===== src/rip_pkg.sv =====
// rip_pkg: shared constants and types for the reset, init and interrupt pin logic
// assumes one 100 MHz system clock; the bus clock is an enable pulse from a divider
package rip_pkg;
	// ==========================================================
	// timing
	localparam int CLK_PERIOD_NS = 10;
	localparam int RESET_MIN_DR_CYCLES = 41;
	localparam int DR_PER_SYS = 1;
	localparam int RESET_MIN_CYCLES = RESET_MIN_DR_CYCLES * DR_PER_SYS;
	localparam int BUS_DIV = 2;
	localparam int SYNC_DEASSERT_BUS = 1;
	localparam int SYNC_ASSERT_BUS = 1;
	localparam int ASYNC_DEASSERT_BUS = 2;
	localparam int ASYNC_ASSERT_BUS = 2;
	localparam int SELFTEST_CYCLES = 16;
	localparam int CHECKSUM_WORDS = 8;
	// ==========================================================
	// mode bits of the interrupt control setting
	localparam int MODE_PIN0_MSG = 0;
	localparam int MODE_PIN2_EXT = 1;
	localparam int MODE_PIN3_ACK = 2;
	localparam int MODE_ASYNC = 3;
	localparam int MODE_W = 4;
	localparam logic [3:0] MODE_RESET = 4'h0;
	localparam int NUM_IRQ = 4;

	typedef enum logic [2:0] {
		RIP_RESET = 3'b000,
		RIP_SELFTEST = 3'b001,
		RIP_CHECKSUM = 3'b010,
		RIP_RUN = 3'b011,
		RIP_FAIL = 3'b100
	} rip_init_state_t;
endpackage


===== src/rip_if.sv =====
// rip_if: pins between the device end and the system side
// open-drain pins are carried as output and enable; the testbench reads the enables directly
`timescale 1ns/100ps
interface rip_if;
	logic rst_req_n;
	logic bad_access_in;
	logic ready;
	logic last_ready;
	logic sync_ls_unacked;
	logic [3:0] irq_pin_n;
	logic irq3_or_ack_out_o;
	logic irq3_or_ack_out_oe;
	logic init_fault_out_o;
	logic init_fault_out_oe;
	logic lock_o;
	logic lock_oe;
	logic irq_acknowledge_out_cycle;
	logic data_cycle;

	modport device (
		input rst_req_n, bad_access_in, ready, last_ready, sync_ls_unacked, irq_pin_n,
		input irq_acknowledge_out_cycle, data_cycle,
		output irq3_or_ack_out_o, irq3_or_ack_out_oe, init_fault_out_o, init_fault_out_oe,
		output lock_o, lock_oe
	);
	modport system (
		output rst_req_n, bad_access_in, ready, last_ready, sync_ls_unacked, irq_pin_n,
		output irq_acknowledge_out_cycle, data_cycle,
		input irq3_or_ack_out_o, irq3_or_ack_out_oe, init_fault_out_o, init_fault_out_oe,
		input lock_o, lock_oe
	);
endinterface


===== src/rip_device.sv =====
// rip_device: reset response, init self-test and checksum, bad access, irq pins
// assumes synchronous pins; the far end holds reset and shapes irq pulses
// Operation
// - bad access after last ready is fatal
// - bad access in reset selects init role
// - reset clears logic, reinitialize on release
// - in reset ignore pins, outputs idle
// - reset held at least 41 cycles
// - release reset just after clock edges
// - mode selects message or interrupt pin0
// - sync request: one low, one high cycle
// - async request: two low, two high
// - pin0 held high during reset
// - pin1 is a direct interrupt
// - pin2 interrupt or external request
// - pin3 interrupt or open-drain acknowledge
// - acknowledge latched through data cycles
// - lock asserted during acknowledge transactions
// - no ready means one more wait state
`timescale 1ns/100ps
module rip_device
	import rip_pkg::*;
(
	// clock and reset
	input wire logic clk_sys,
	input wire logic rst_n,
	// pins
	rip_if.device pins,
	// user side
	input wire logic [MODE_W-1:0] irq_mode,
	input wire logic [31:0] mem_word,
	input wire logic selftest_ok,
	input wire logic ack_req,
	output logic [2:0] mem_index,
	output logic init_master,
	output logic bus_error,
	output logic [NUM_IRQ-1:0] irq_event,
	output logic msg_event,
	output logic ext_request_event,
	output logic init_done,
	output logic reset_seen
);
	// ==========================================================
	// bus clock enable divider
	logic [1:0] div_reg, div_next;
	logic bus_en;
	logic in_reset;
	assign in_reset = !rst_n || !pins.rst_req_n;
	assign bus_en = (div_reg == 2'(BUS_DIV - 1));
	always_comb begin
		div_next = bus_en ? 2'h0 : div_reg + 2'h1;
	end
	always_ff @(posedge clk_sys) begin
		if (in_reset) begin
			div_reg <= 2'h0;
		end else begin
			div_reg <= div_next;
		end
	end

	// ==========================================================
	// init sequence: self-test then checksum
	rip_init_state_t st_reg, st_next;
	logic [4:0] cnt_reg, cnt_next;
	logic [31:0] sum_reg, sum_next;
	logic role_reg, role_next;
	logic err_reg, err_next;
	always_comb begin
		st_next = st_reg;
		cnt_next = cnt_reg;
		sum_next = sum_reg;
		role_next = role_reg;
		err_next = 1'b0;
		if (in_reset) begin
			st_next = RIP_RESET;
			cnt_next = 5'h0;
			sum_next = 32'h0;
			role_next = pins.bad_access_in;
		end else begin
			// an error flags on the cycle after the final ready, or while sync_ls_unacked is high
			err_next = pins.bad_access_in && (pins.last_ready || pins.sync_ls_unacked);
			case (st_reg)
				RIP_RESET: begin
					st_next = RIP_SELFTEST;
					cnt_next = 5'h0;
				end
				RIP_SELFTEST: begin
					cnt_next = cnt_reg + 5'h1;
					if (cnt_reg == 5'(SELFTEST_CYCLES - 1)) begin
						st_next = selftest_ok ? RIP_CHECKSUM : RIP_FAIL;
						cnt_next = 5'h0;
					end
				end
				RIP_CHECKSUM: begin
					sum_next = sum_reg + mem_word;
					cnt_next = cnt_reg + 5'h1;
					if (cnt_reg == 5'(CHECKSUM_WORDS - 1)) begin
						st_next = (sum_next == 32'h0) ? RIP_RUN : RIP_FAIL;
					end
				end
				RIP_RUN: st_next = RIP_RUN;
				RIP_FAIL: st_next = RIP_FAIL;
				default: st_next = RIP_RESET;
			endcase
		end
	end
	always_ff @(posedge clk_sys) begin
		if (!rst_n) begin
			st_reg <= RIP_RESET;
			cnt_reg <= 5'h0;
			sum_reg <= 32'h0;
			role_reg <= 1'b0;
			err_reg <= 1'b0;
		end else begin
			st_reg <= st_next;
			cnt_reg <= cnt_next;
			sum_reg <= sum_next;
			role_reg <= role_next;
			err_reg <= err_next;
		end
	end
	assign mem_index = cnt_reg[2:0];
	assign init_master = role_reg;
	assign bus_error = err_reg;
	assign init_done = (st_reg == RIP_RUN);
	assign reset_seen = (st_reg == RIP_RESET);
	// fault is open-drain: drive low while self-test runs or after a init_fault_out
	assign pins.init_fault_out_o = 1'b0;
	assign pins.init_fault_out_oe = (st_reg == RIP_SELFTEST) || (st_reg == RIP_FAIL);

	// ==========================================================
	// interrupt pins: sync, detect high-then-low request pattern
	logic [NUM_IRQ-1:0] s1_reg, s2_reg, s1_next, s2_next;
	logic [NUM_IRQ-1:0] hi_run_reg, hi_run_next;
	logic [1:0] cnt_arr_reg [NUM_IRQ];
	logic [1:0] cnt_arr_next [NUM_IRQ];
	logic [NUM_IRQ-1:0] fire;
	logic [MODE_W-1:0] mode_reg, mode_next;
	logic asyn;
	assign asyn = mode_reg[MODE_ASYNC];

	genvar gi;
	generate
		for (gi = 0; gi < NUM_IRQ; gi++) begin : g_irq
			logic smp;
			logic [1:0] need_hi, need_lo;
			assign smp = asyn ? s2_reg[gi] : pins.irq_pin_n[gi];
			assign need_hi = asyn ? 2'(ASYNC_DEASSERT_BUS) : 2'(SYNC_DEASSERT_BUS);
			assign need_lo = asyn ? 2'(ASYNC_ASSERT_BUS) : 2'(SYNC_ASSERT_BUS);
			always_comb begin
				s1_next[gi] = pins.irq_pin_n[gi];
				s2_next[gi] = s1_reg[gi];
				hi_run_next[gi] = hi_run_reg[gi];
				cnt_arr_next[gi] = cnt_arr_reg[gi];
				fire[gi] = 1'b0;
				// one counter times the high run, then the low run after it
				if (bus_en) begin
					cnt_arr_next[gi] = cnt_arr_reg[gi] + 2'h1;
					if (smp && !hi_run_reg[gi]) begin
						if (cnt_arr_next[gi] >= need_hi) begin
							hi_run_next[gi] = 1'b1;
							cnt_arr_next[gi] = 2'h0;
						end
					end else if (smp) begin
						// a high sample restarts the low run
						cnt_arr_next[gi] = 2'h0;
					end else if (hi_run_reg[gi]) begin
						if (cnt_arr_next[gi] >= need_lo) begin
							fire[gi] = 1'b1;
							hi_run_next[gi] = 1'b0;
							cnt_arr_next[gi] = 2'h0;
						end
					end else begin
						// low without a fresh high run: one event per low run
						cnt_arr_next[gi] = 2'h0;
					end
				end
			end
			always_ff @(posedge clk_sys) begin
				if (in_reset) begin
					s1_reg[gi] <= 1'b1;
					s2_reg[gi] <= 1'b1;
					hi_run_reg[gi] <= 1'b0;
					cnt_arr_reg[gi] <= 2'h0;
				end else begin
					s1_reg[gi] <= s1_next[gi];
					s2_reg[gi] <= s2_next[gi];
					hi_run_reg[gi] <= hi_run_next[gi];
					cnt_arr_reg[gi] <= cnt_arr_next[gi];
				end
			end
		end
	endgenerate

	// ==========================================================
	// event routing and acknowledge output
	logic [NUM_IRQ-1:0] irq_next;
	logic msg_next, ext_next;
	logic ack_reg, ack_next, lock_reg, lock_next;
	logic [NUM_IRQ-1:0] irq_reg;
	logic msg_reg, ext_reg;
	always_comb begin
		mode_next = in_reset ? MODE_RESET : irq_mode;
		irq_next = fire;
		msg_next = fire[0] && mode_reg[MODE_PIN0_MSG];
		irq_next[0] = fire[0] && !mode_reg[MODE_PIN0_MSG];
		ext_next = fire[2] && mode_reg[MODE_PIN2_EXT];
		irq_next[2] = fire[2] && !mode_reg[MODE_PIN2_EXT];
		irq_next[3] = fire[3] && !mode_reg[MODE_PIN3_ACK];
		ack_next = ack_reg;
		// held through wait states so the agent sees a stable level
		if (!mode_reg[MODE_PIN3_ACK]) begin
			ack_next = 1'b0;
		end else if (!(pins.irq_acknowledge_out_cycle && pins.data_cycle)) begin
			ack_next = ack_req && pins.irq_acknowledge_out_cycle;
		end
		lock_next = pins.irq_acknowledge_out_cycle;
		if (in_reset) begin
			irq_next = '0;
			msg_next = 1'b0;
			ext_next = 1'b0;
			ack_next = 1'b0;
			lock_next = 1'b0;
		end
	end
	always_ff @(posedge clk_sys) begin
		if (!rst_n) begin
			mode_reg <= MODE_RESET;
			irq_reg <= '0;
			msg_reg <= 1'b0;
			ext_reg <= 1'b0;
			ack_reg <= 1'b0;
			lock_reg <= 1'b0;
		end else begin
			mode_reg <= mode_next;
			irq_reg <= irq_next;
			msg_reg <= msg_next;
			ext_reg <= ext_next;
			ack_reg <= ack_next;
			lock_reg <= lock_next;
		end
	end
	assign irq_event = irq_reg;
	assign msg_event = msg_reg;
	assign ext_request_event = ext_reg;
	assign pins.irq3_or_ack_out_o = 1'b0;
	assign pins.irq3_or_ack_out_oe = ack_reg;
	assign pins.lock_o = 1'b0;
	assign pins.lock_oe = lock_reg;
endmodule // rip_device


===== src/flat_wrapper.sv =====
// flat-port wrapper written by rule: the top's interface ports become plain ports
module rip_device_flat import rip_pkg::*;
  (clk_sys, rst_n, irq_mode, mem_word, selftest_ok, ack_req, mem_index, init_master, bus_error, irq_event, msg_event, ext_request_event, init_done, reset_seen, pins_rst_req_n, pins_bad_access_in, pins_ready, pins_last_ready, pins_sync_ls_unacked, pins_irq_pin_n, pins_irq_acknowledge_out_cycle, pins_data_cycle, pins_irq3_or_ack_out_o, pins_irq3_or_ack_out_oe, pins_init_fault_out_o, pins_init_fault_out_oe, pins_lock_o, pins_lock_oe);
  rip_if pins_i ();
  input wire logic clk_sys;
  input wire logic rst_n;
  input wire logic [MODE_W-1:0] irq_mode;
  input wire logic [31:0] mem_word;
  input wire logic selftest_ok;
  input wire logic ack_req;
  output logic [2:0] mem_index;
  output logic init_master;
  output logic bus_error;
  output logic [NUM_IRQ-1:0] irq_event;
  output logic msg_event;
  output logic ext_request_event;
  output logic init_done;
  output logic reset_seen;
  input wire logic [$bits(pins_i.rst_req_n)-1:0] pins_rst_req_n;
  input wire logic [$bits(pins_i.bad_access_in)-1:0] pins_bad_access_in;
  input wire logic [$bits(pins_i.ready)-1:0] pins_ready;
  input wire logic [$bits(pins_i.last_ready)-1:0] pins_last_ready;
  input wire logic [$bits(pins_i.sync_ls_unacked)-1:0] pins_sync_ls_unacked;
  input wire logic [$bits(pins_i.irq_pin_n)-1:0] pins_irq_pin_n;
  input wire logic [$bits(pins_i.irq_acknowledge_out_cycle)-1:0] pins_irq_acknowledge_out_cycle;
  input wire logic [$bits(pins_i.data_cycle)-1:0] pins_data_cycle;
  output wire logic [$bits(pins_i.irq3_or_ack_out_o)-1:0] pins_irq3_or_ack_out_o;
  output wire logic [$bits(pins_i.irq3_or_ack_out_oe)-1:0] pins_irq3_or_ack_out_oe;
  output wire logic [$bits(pins_i.init_fault_out_o)-1:0] pins_init_fault_out_o;
  output wire logic [$bits(pins_i.init_fault_out_oe)-1:0] pins_init_fault_out_oe;
  output wire logic [$bits(pins_i.lock_o)-1:0] pins_lock_o;
  output wire logic [$bits(pins_i.lock_oe)-1:0] pins_lock_oe;
  assign pins_i.rst_req_n = pins_rst_req_n;
  assign pins_i.bad_access_in = pins_bad_access_in;
  assign pins_i.ready = pins_ready;
  assign pins_i.last_ready = pins_last_ready;
  assign pins_i.sync_ls_unacked = pins_sync_ls_unacked;
  assign pins_i.irq_pin_n = pins_irq_pin_n;
  assign pins_i.irq_acknowledge_out_cycle = pins_irq_acknowledge_out_cycle;
  assign pins_i.data_cycle = pins_data_cycle;
  assign pins_irq3_or_ack_out_o = pins_i.irq3_or_ack_out_o;
  assign pins_irq3_or_ack_out_oe = pins_i.irq3_or_ack_out_oe;
  assign pins_init_fault_out_o = pins_i.init_fault_out_o;
  assign pins_init_fault_out_oe = pins_i.init_fault_out_oe;
  assign pins_lock_o = pins_i.lock_o;
  assign pins_lock_oe = pins_i.lock_oe;
  rip_device u_core (.clk_sys(clk_sys), .rst_n(rst_n), .pins(pins_i), .irq_mode(irq_mode), .mem_word(mem_word), .selftest_ok(selftest_ok), .ack_req(ack_req), .mem_index(mem_index), .init_master(init_master), .bus_error(bus_error), .irq_event(irq_event), .msg_event(msg_event), .ext_request_event(ext_request_event), .init_done(init_done), .reset_seen(reset_seen));
endmodule

===== config.mk =====
export PLATFORM = sky130hd
export DESIGN_NAME = rip_device_flat
export DESIGN_NICKNAME = d
export VERILOG_FILES = /design/src/rip_pkg.sv /design/src/rip_if.sv /design/src/rip_device.sv /design/src/flat_wrapper.sv
export SDC_FILE = /design/constraint.sdc
export NUM_CORES = 1
export LEC_CHECK = 0
export ABC_AREA = 0
export BUFFER_PORTS_ARGS = -buffer_cell sky130_fd_sc_hd__buf_2
export CORE_ASPECT_RATIO = 1.5
export CORE_MARGIN = 4
export CORE_UTILIZATION = 50
export CTS_BUF_LIST = sky130_fd_sc_hd__clkbuf_4
export DETAILED_ROUTE_END_ITERATION = 8
export PLACE_DENSITY_LB_ADDON = 0.08
export SLEW_MARGIN = 20
export SYNTH_ARGS = -nofsm -noshare
export SYNTH_HDL_FRONTEND = slang
export SYNTH_SLANG_ARGS = --single-unit

===== constraint.sdc =====
create_clock -name clk_sys -period 3.8 [get_ports clk_sys]
set_input_delay 0.19 -clock clk_sys [delete_from_list [all_inputs] [get_ports clk_sys]]
set_output_delay 0.19 -clock clk_sys [all_outputs]
set_load 0.02 [all_outputs]

; Yosys cells after proc, flatten, opt, wreduce, memory -nomap -nowiden
; Memories as Yosys holds them, arrays and structs flattened.
; Index checks and enable logic that the tools add are counted.
[word_totals]
register_bits = 68
mem_bits_rw = 8
out_inout_bits = 19
memories = 1
[memory_table]
columns = name, words, word_bits, rd, rd_ports_with_merged_regs, write_ports, line_no
row1 = u_core.cnt_arr_reg, 4, 2, 4, 0, 4, rip_device.sv:135  ; logic [1:0] cnt_arr_reg [NUM_IRQ];
[classes]
n_addsub = 7
magnitude_cmp = 4
n_eq_ne = 17
mux = 75
bitwise_logic = 8
reduce_logical = 36
[ops]
columns = op, n
row1 = $mux W2, 25
row2 = $mux W1, 43
row3 = $add A32 B32 Y32, 1
row4 = $logic_not A32 Y1, 1
row5 = $ne A2 B2 Y1 const B, 8
row6 = $pmux W3 S5, 1
row7 = $pmux W5 S3, 1
row8 = $logic_and A1 B1 Y1, 12
row9 = $mux W3, 4
row10 = $reduce_and A3 Y1, 4
row11 = $add A2 B1 Y2 const B, 5
row12 = $logic_not A1 Y1, 9
row13 = $ge A2 B2 Y1, 4
row14 = $eq A3 B2 Y1 const B, 2
row15 = $reduce_or A6 Y1, 1
row16 = $add A5 B1 Y5 const B, 1
row17 = $eq A5 B3 Y1 const B, 1
row18 = $eq A5 B4 Y1 const B, 1
row19 = $mux W5, 1
row20 = $ne A2 B1 Y1 const B, 2
row21 = $not A1 Y1, 4
row22 = $or A1 B1 Y1, 4
row23 = $reduce_or A2 Y1, 2
row24 = $eq A3 B1 Y1 const B, 1
row25 = 7 further kinds, 9

; Depth between registers and ports, before layout
; An unclocked memory read counts as a cell.
[logic_depth]
word_depth = 9
mapped_depth = 12
mapped_depth_nobuf = 12

; Worst setup path after synthesis
; Ideal clock, no wire load.
[synth_path]
path_type = register to register
from = reg u_core.sum_reg[0]
to = reg u_core.st_reg[0]
arrival_ps = 3132
t_required_ps = 3712
setup_slack_ps = 580
path_stages_with_launch = 13
synth_period_minus_slack_ps = 3220
cell_sequence = dfxtp_1 -> ha_1 -> fa_1 -> a21o_1 -> a221o_1 -> a31oi_1 -> a211oi_1 -> xnor2_1 -> o211ai_1 -> or4_1 -> nor4_4 -> a21oi_1 -> nor4_2
[synth_via]
elab_chain_cells = 5
[synth_lines]
columns = item, line_no
row1 = from (decl), rip_device.sv:65  ; logic [31:0] sum_reg, sum_next;
row2 = from (signal assigned), rip_device.sv:117  ; sum_reg <= sum_next;
row3 = $add A32 B32 Y32, rip_device.sv:95  ; sum_next = sum_reg + mem_word;
row4 = $logic_not A32 Y1, rip_device.sv:98  ; st_next = (sum_next == 32'h0) ? RIP_RUN : RIP_FAIL;
row5 = $mux W3, rip_device.sv:98
row6 = $mux W3, rip_device.sv:97  ; if (cnt_reg == 5'(CHECKSUM_WORDS - 1)) begin
row7 = $pmux W3 S5, rip_device.sv:82  ; case (st_reg)
row8 = to (signal assigned), rip_device.sv:115  ; st_reg <= st_next;
row9 = to (decl), rip_device.sv:63  ; rip_init_state_t st_reg, st_next;
; Every way passes these cells. The select of a mux whose other input is x is not followed.
; A chain may end at the register's enable or synchronous reset.

; Worst setup path in the final report
[layout_path]
from = reg u_core.sum_reg[10]
to = reg u_core.st_reg[0]
; The elaborated chain is that of the path after synthesis.

==> qor.yml <==
final_layout:
  largest_register_ff_count: 32
  area_growth_pct: 12.51
  fill_cells: 1039
  design_area_um2: 5954
  n_antenna_cell: 0
  post-route-util: 0.5811
  final_layout_size_suffix_gt1_frac: 0.1488
  seq_area_um2: 1521
  multi_input_area_um2: 3551
  nets: 837
detailed_routing:
  drt_iter0_drc: 195
  drc: 0
  ant_nets: 0
  wl_per_cell_um: 15.57
  vias_per_cell: 5.808
  num_vias: 5152
  drt_pre_antenna_iters: 4
  wl_um: 13810
sta:
  fmax_mhz: 278.5
  skew_ps: 15.68
  tightest_slew_ps: 871.3
  setup_ws_ps: 209.5
  finalCriticalPeriod_ps: 3591
  slew_viol_final: 0
  slew_headroom: 0.4041
  final-hold-violation-count: 0
  setup_violations: 0
  min_period_over_period: 0.9449
placed_design:
  gp_congestion: 0.9347
  place.port_buffers: 65
  place_area_um2: 5695
  dp_slack_ps: 228.6
  post-dp-hpwl_um: 10640
yosys:
  synth-async-reset-ratio: 0
  synthTopCellsByArea: "dfxtp_1, ha_1, a21oi_1"
  yosys.area.top_type: "dfxtp_1"
  synthCells: 683
  syn_avg_cell_area_um2: 7.749
  yosysSeqAreaShare: 0.2875
  synthMuxAreaShare: 0.02742
  ys_warn_count: 0
  synthSimpleGateAreaFrac: 0.2589
  synth-adder-area-share: 0.1054
  syn-cell-area_um2: 5293
  ys_types: 65
  synth_top_area_frac: 0.2875
  synth_top_family_by_area: "simple AND/OR/NAND/NOR gates"
  synth_common_cells: "nand2_1, a21oi_1, dfxtp_1, nor2_1, ha_1"
  synthFlopType: "dfxtp_1"
  yosysMostFrequentCell: "nand2_1"
  synth_xor_area_frac: 0.04965
  synth_compound_area_frac: 0.2258
  synth_edf_count: 0
  synth_seq_cells: 76
cts:
  cts_tree: "built"
  cts_buffers: 9
  clkLatencyLatePin_ps: 430
  clk_pin_slew_worst_paths_ps: 130
  cts.sinks: 76
  cts_max_level: 3
  root_buffer: "clkbuf_4"
  clock_path_buffers: 2
worst_setup_path:
  crit_chain: "ha_1, a21oi_2, o21ai_0, a31oi_1, nor3_1, or3_1, and3_1, or4_4, nor4_4, a21oi_1, nor4_2"
  rr_endpoint: "u_core.st_reg[0]"
  r2r_cells: 11
  cp_top_family: "simple AND/OR/NAND/NOR gates"
  path_class: "flop to flop"
  r2r_slack_ps: 210
  worstPathRequired_ps: 4150
  critPathArrivalTime_ps: 3940
  critPathCaptureType: "flop"
  cpPeakStageDelay_ps: 500
  r2r_start: "u_core.sum_reg[10]"
  crit_path_top_delay_cell: "or4_4"
  worstPathBufferInverterCount: 0
  critical_path_cell_count: 11
  cp_max_fo: 7
  cp-start-kind: "flop"
min_path:
  min_path_cells: 2
  hold_class: "input pin to flop"
  holdPathEnd: "u_core.pins.lock_oe"
  min_from: "pins_irq_acknowledge_out_cycle"
global_routing:
  grt_usage: 0.2247
  gr-total-overflow: 0
  antenna_found_initial: 0
  grt_pass1_wl_um: 22890
  grt_max_degree: 28
  grt_pass1_vias: 5081
run_status:
  status: "finished, final reports clean"
floorplan:
  die_x_um: 92.01
  floorplan.io_pins: 70
  dieArea_um2: 12330
  fp-row-count: 45
  core_um2: 10250
  die_y_um: 134.0
  start_util: 0.5165
power_and_ir_drop:
  power.net_switching_mw: 0.4572
  sw_frac_of_total: 0.2809
  pwr-share-seq: 0.501
  p_leak_nw: 2.523
  p_int_mw: 1.171
  p_per_area_nw_per_um2: 273.4
  power.share.clock: 0.350
  ir_worst_vdd_mv: 0.1450
  p_comb_frac: 0.149
run:
  drv_cap: 0
==> layout by cell type, fill, tap and decap left out, types with 10 or more instances in the layout <==
master	instances
a21oi_1	82
nand2b_1	17
ha_1	43
mux2i_1	10
nand3_1	17
and3_1	17
buf_4	10
xor2_1	14
o21ai_0	35
nor2_1	56
xnor2_1	16
dfxtp_1	76
nor4_1	12
a21o_1	12
nand2_1	88
inv_1	16
a211oi_1	16
nor3_1	18
buf_2	65
==> layout make-up <==
cell class                      instances  area share
Clock buffer                            9     0.01135
Multi-Input combinational cell        555      0.5963
Sequential cell                        76      0.2555
Timing Repair Buffer                   84     0.08237
Clock inverter                          6     0.01471
Inverter                               16     0.01009
Tap cell                              141     0.02963
==> worst max-delay path by stage <==
stage,start,endpoint,slack [ps]
floorplan,u_core.sum_reg[0],u_core.st_reg[0],580
global placement,mem_word[0],u_core.st_reg[0],230
detailed placement,mem_word[0],u_core.st_reg[0],230
CTS,u_core.sum_reg[0],u_core.st_reg[0],170
global route,u_core.sum_reg[0],u_core.st_reg[0],-10
finish,u_core.sum_reg[10],u_core.st_reg[0],210
==> repair_timing <==
| item | in CTS | in global routing |
|---|---|---|
| hold buffers | 9 | 0 |
| setup endpoints to repair | 0 | 2 |
| buffers inserted | 0 | 1 |
| gates resized for setup | 0 | 2 |
| hold endpoints to repair | 8 | 0 |
==> metrics by stage <==
step	total power [mW]	setup TNS (ps)	instances	hold WS [ps]
after floorplan	0.9954	0	685	291.5
after global placement	1.060	0	862	389.1
after detailed placement	1.065	0	862	397.4
after CTS	1.646	0	886	5.662
after global routing	1.707	-13.96	887	33.17
final	1.628	0	887	39.48
==> power by group through the flow <==
| stage | clock [mW] | sequential [mW] | combinational, mW |
|---|---|---|---|
| 5_1_grt | 0.620 | 0.818 | 0.269 |
| 4_1_cts | 0.590 | 0.816 | 0.241 |
| 3_3_place_gp | 0 | 0.833 | 0.227 |
| 6_report | 0.569 | 0.816 | 0.243 |
| 2_1_floorplan | 0 | 0.831 | 0.164 |
| 3_5_place_dp | 0 | 0.834 | 0.232 |
==> routing by layer <==
metal  vias to the layer above  part of all wire  routed length [um]  global-route usage
li1                       2586                 -                   -                   -
met1                      2403              0.41                5728              0.2515
met2                       132              0.52                7136              0.4110
met3                        31             0.038                 530             0.03367
met4                         0             0.030                 416              0.1083
met5                         -                 0                   0                   0
==> logic make-up after synthesis <==
family                   count (synthesis)
AND/OR/NAND/NOR                        274
AO/OA/AOI/OAI                          190
flip-flops                              76
buffers and inverters                   54
adder cells (fa/ha/maj)                 44
XOR/XNOR                                30
multiplexers                            14
other                                    1
Note: power is estimated with default switching activity, not from simulation.
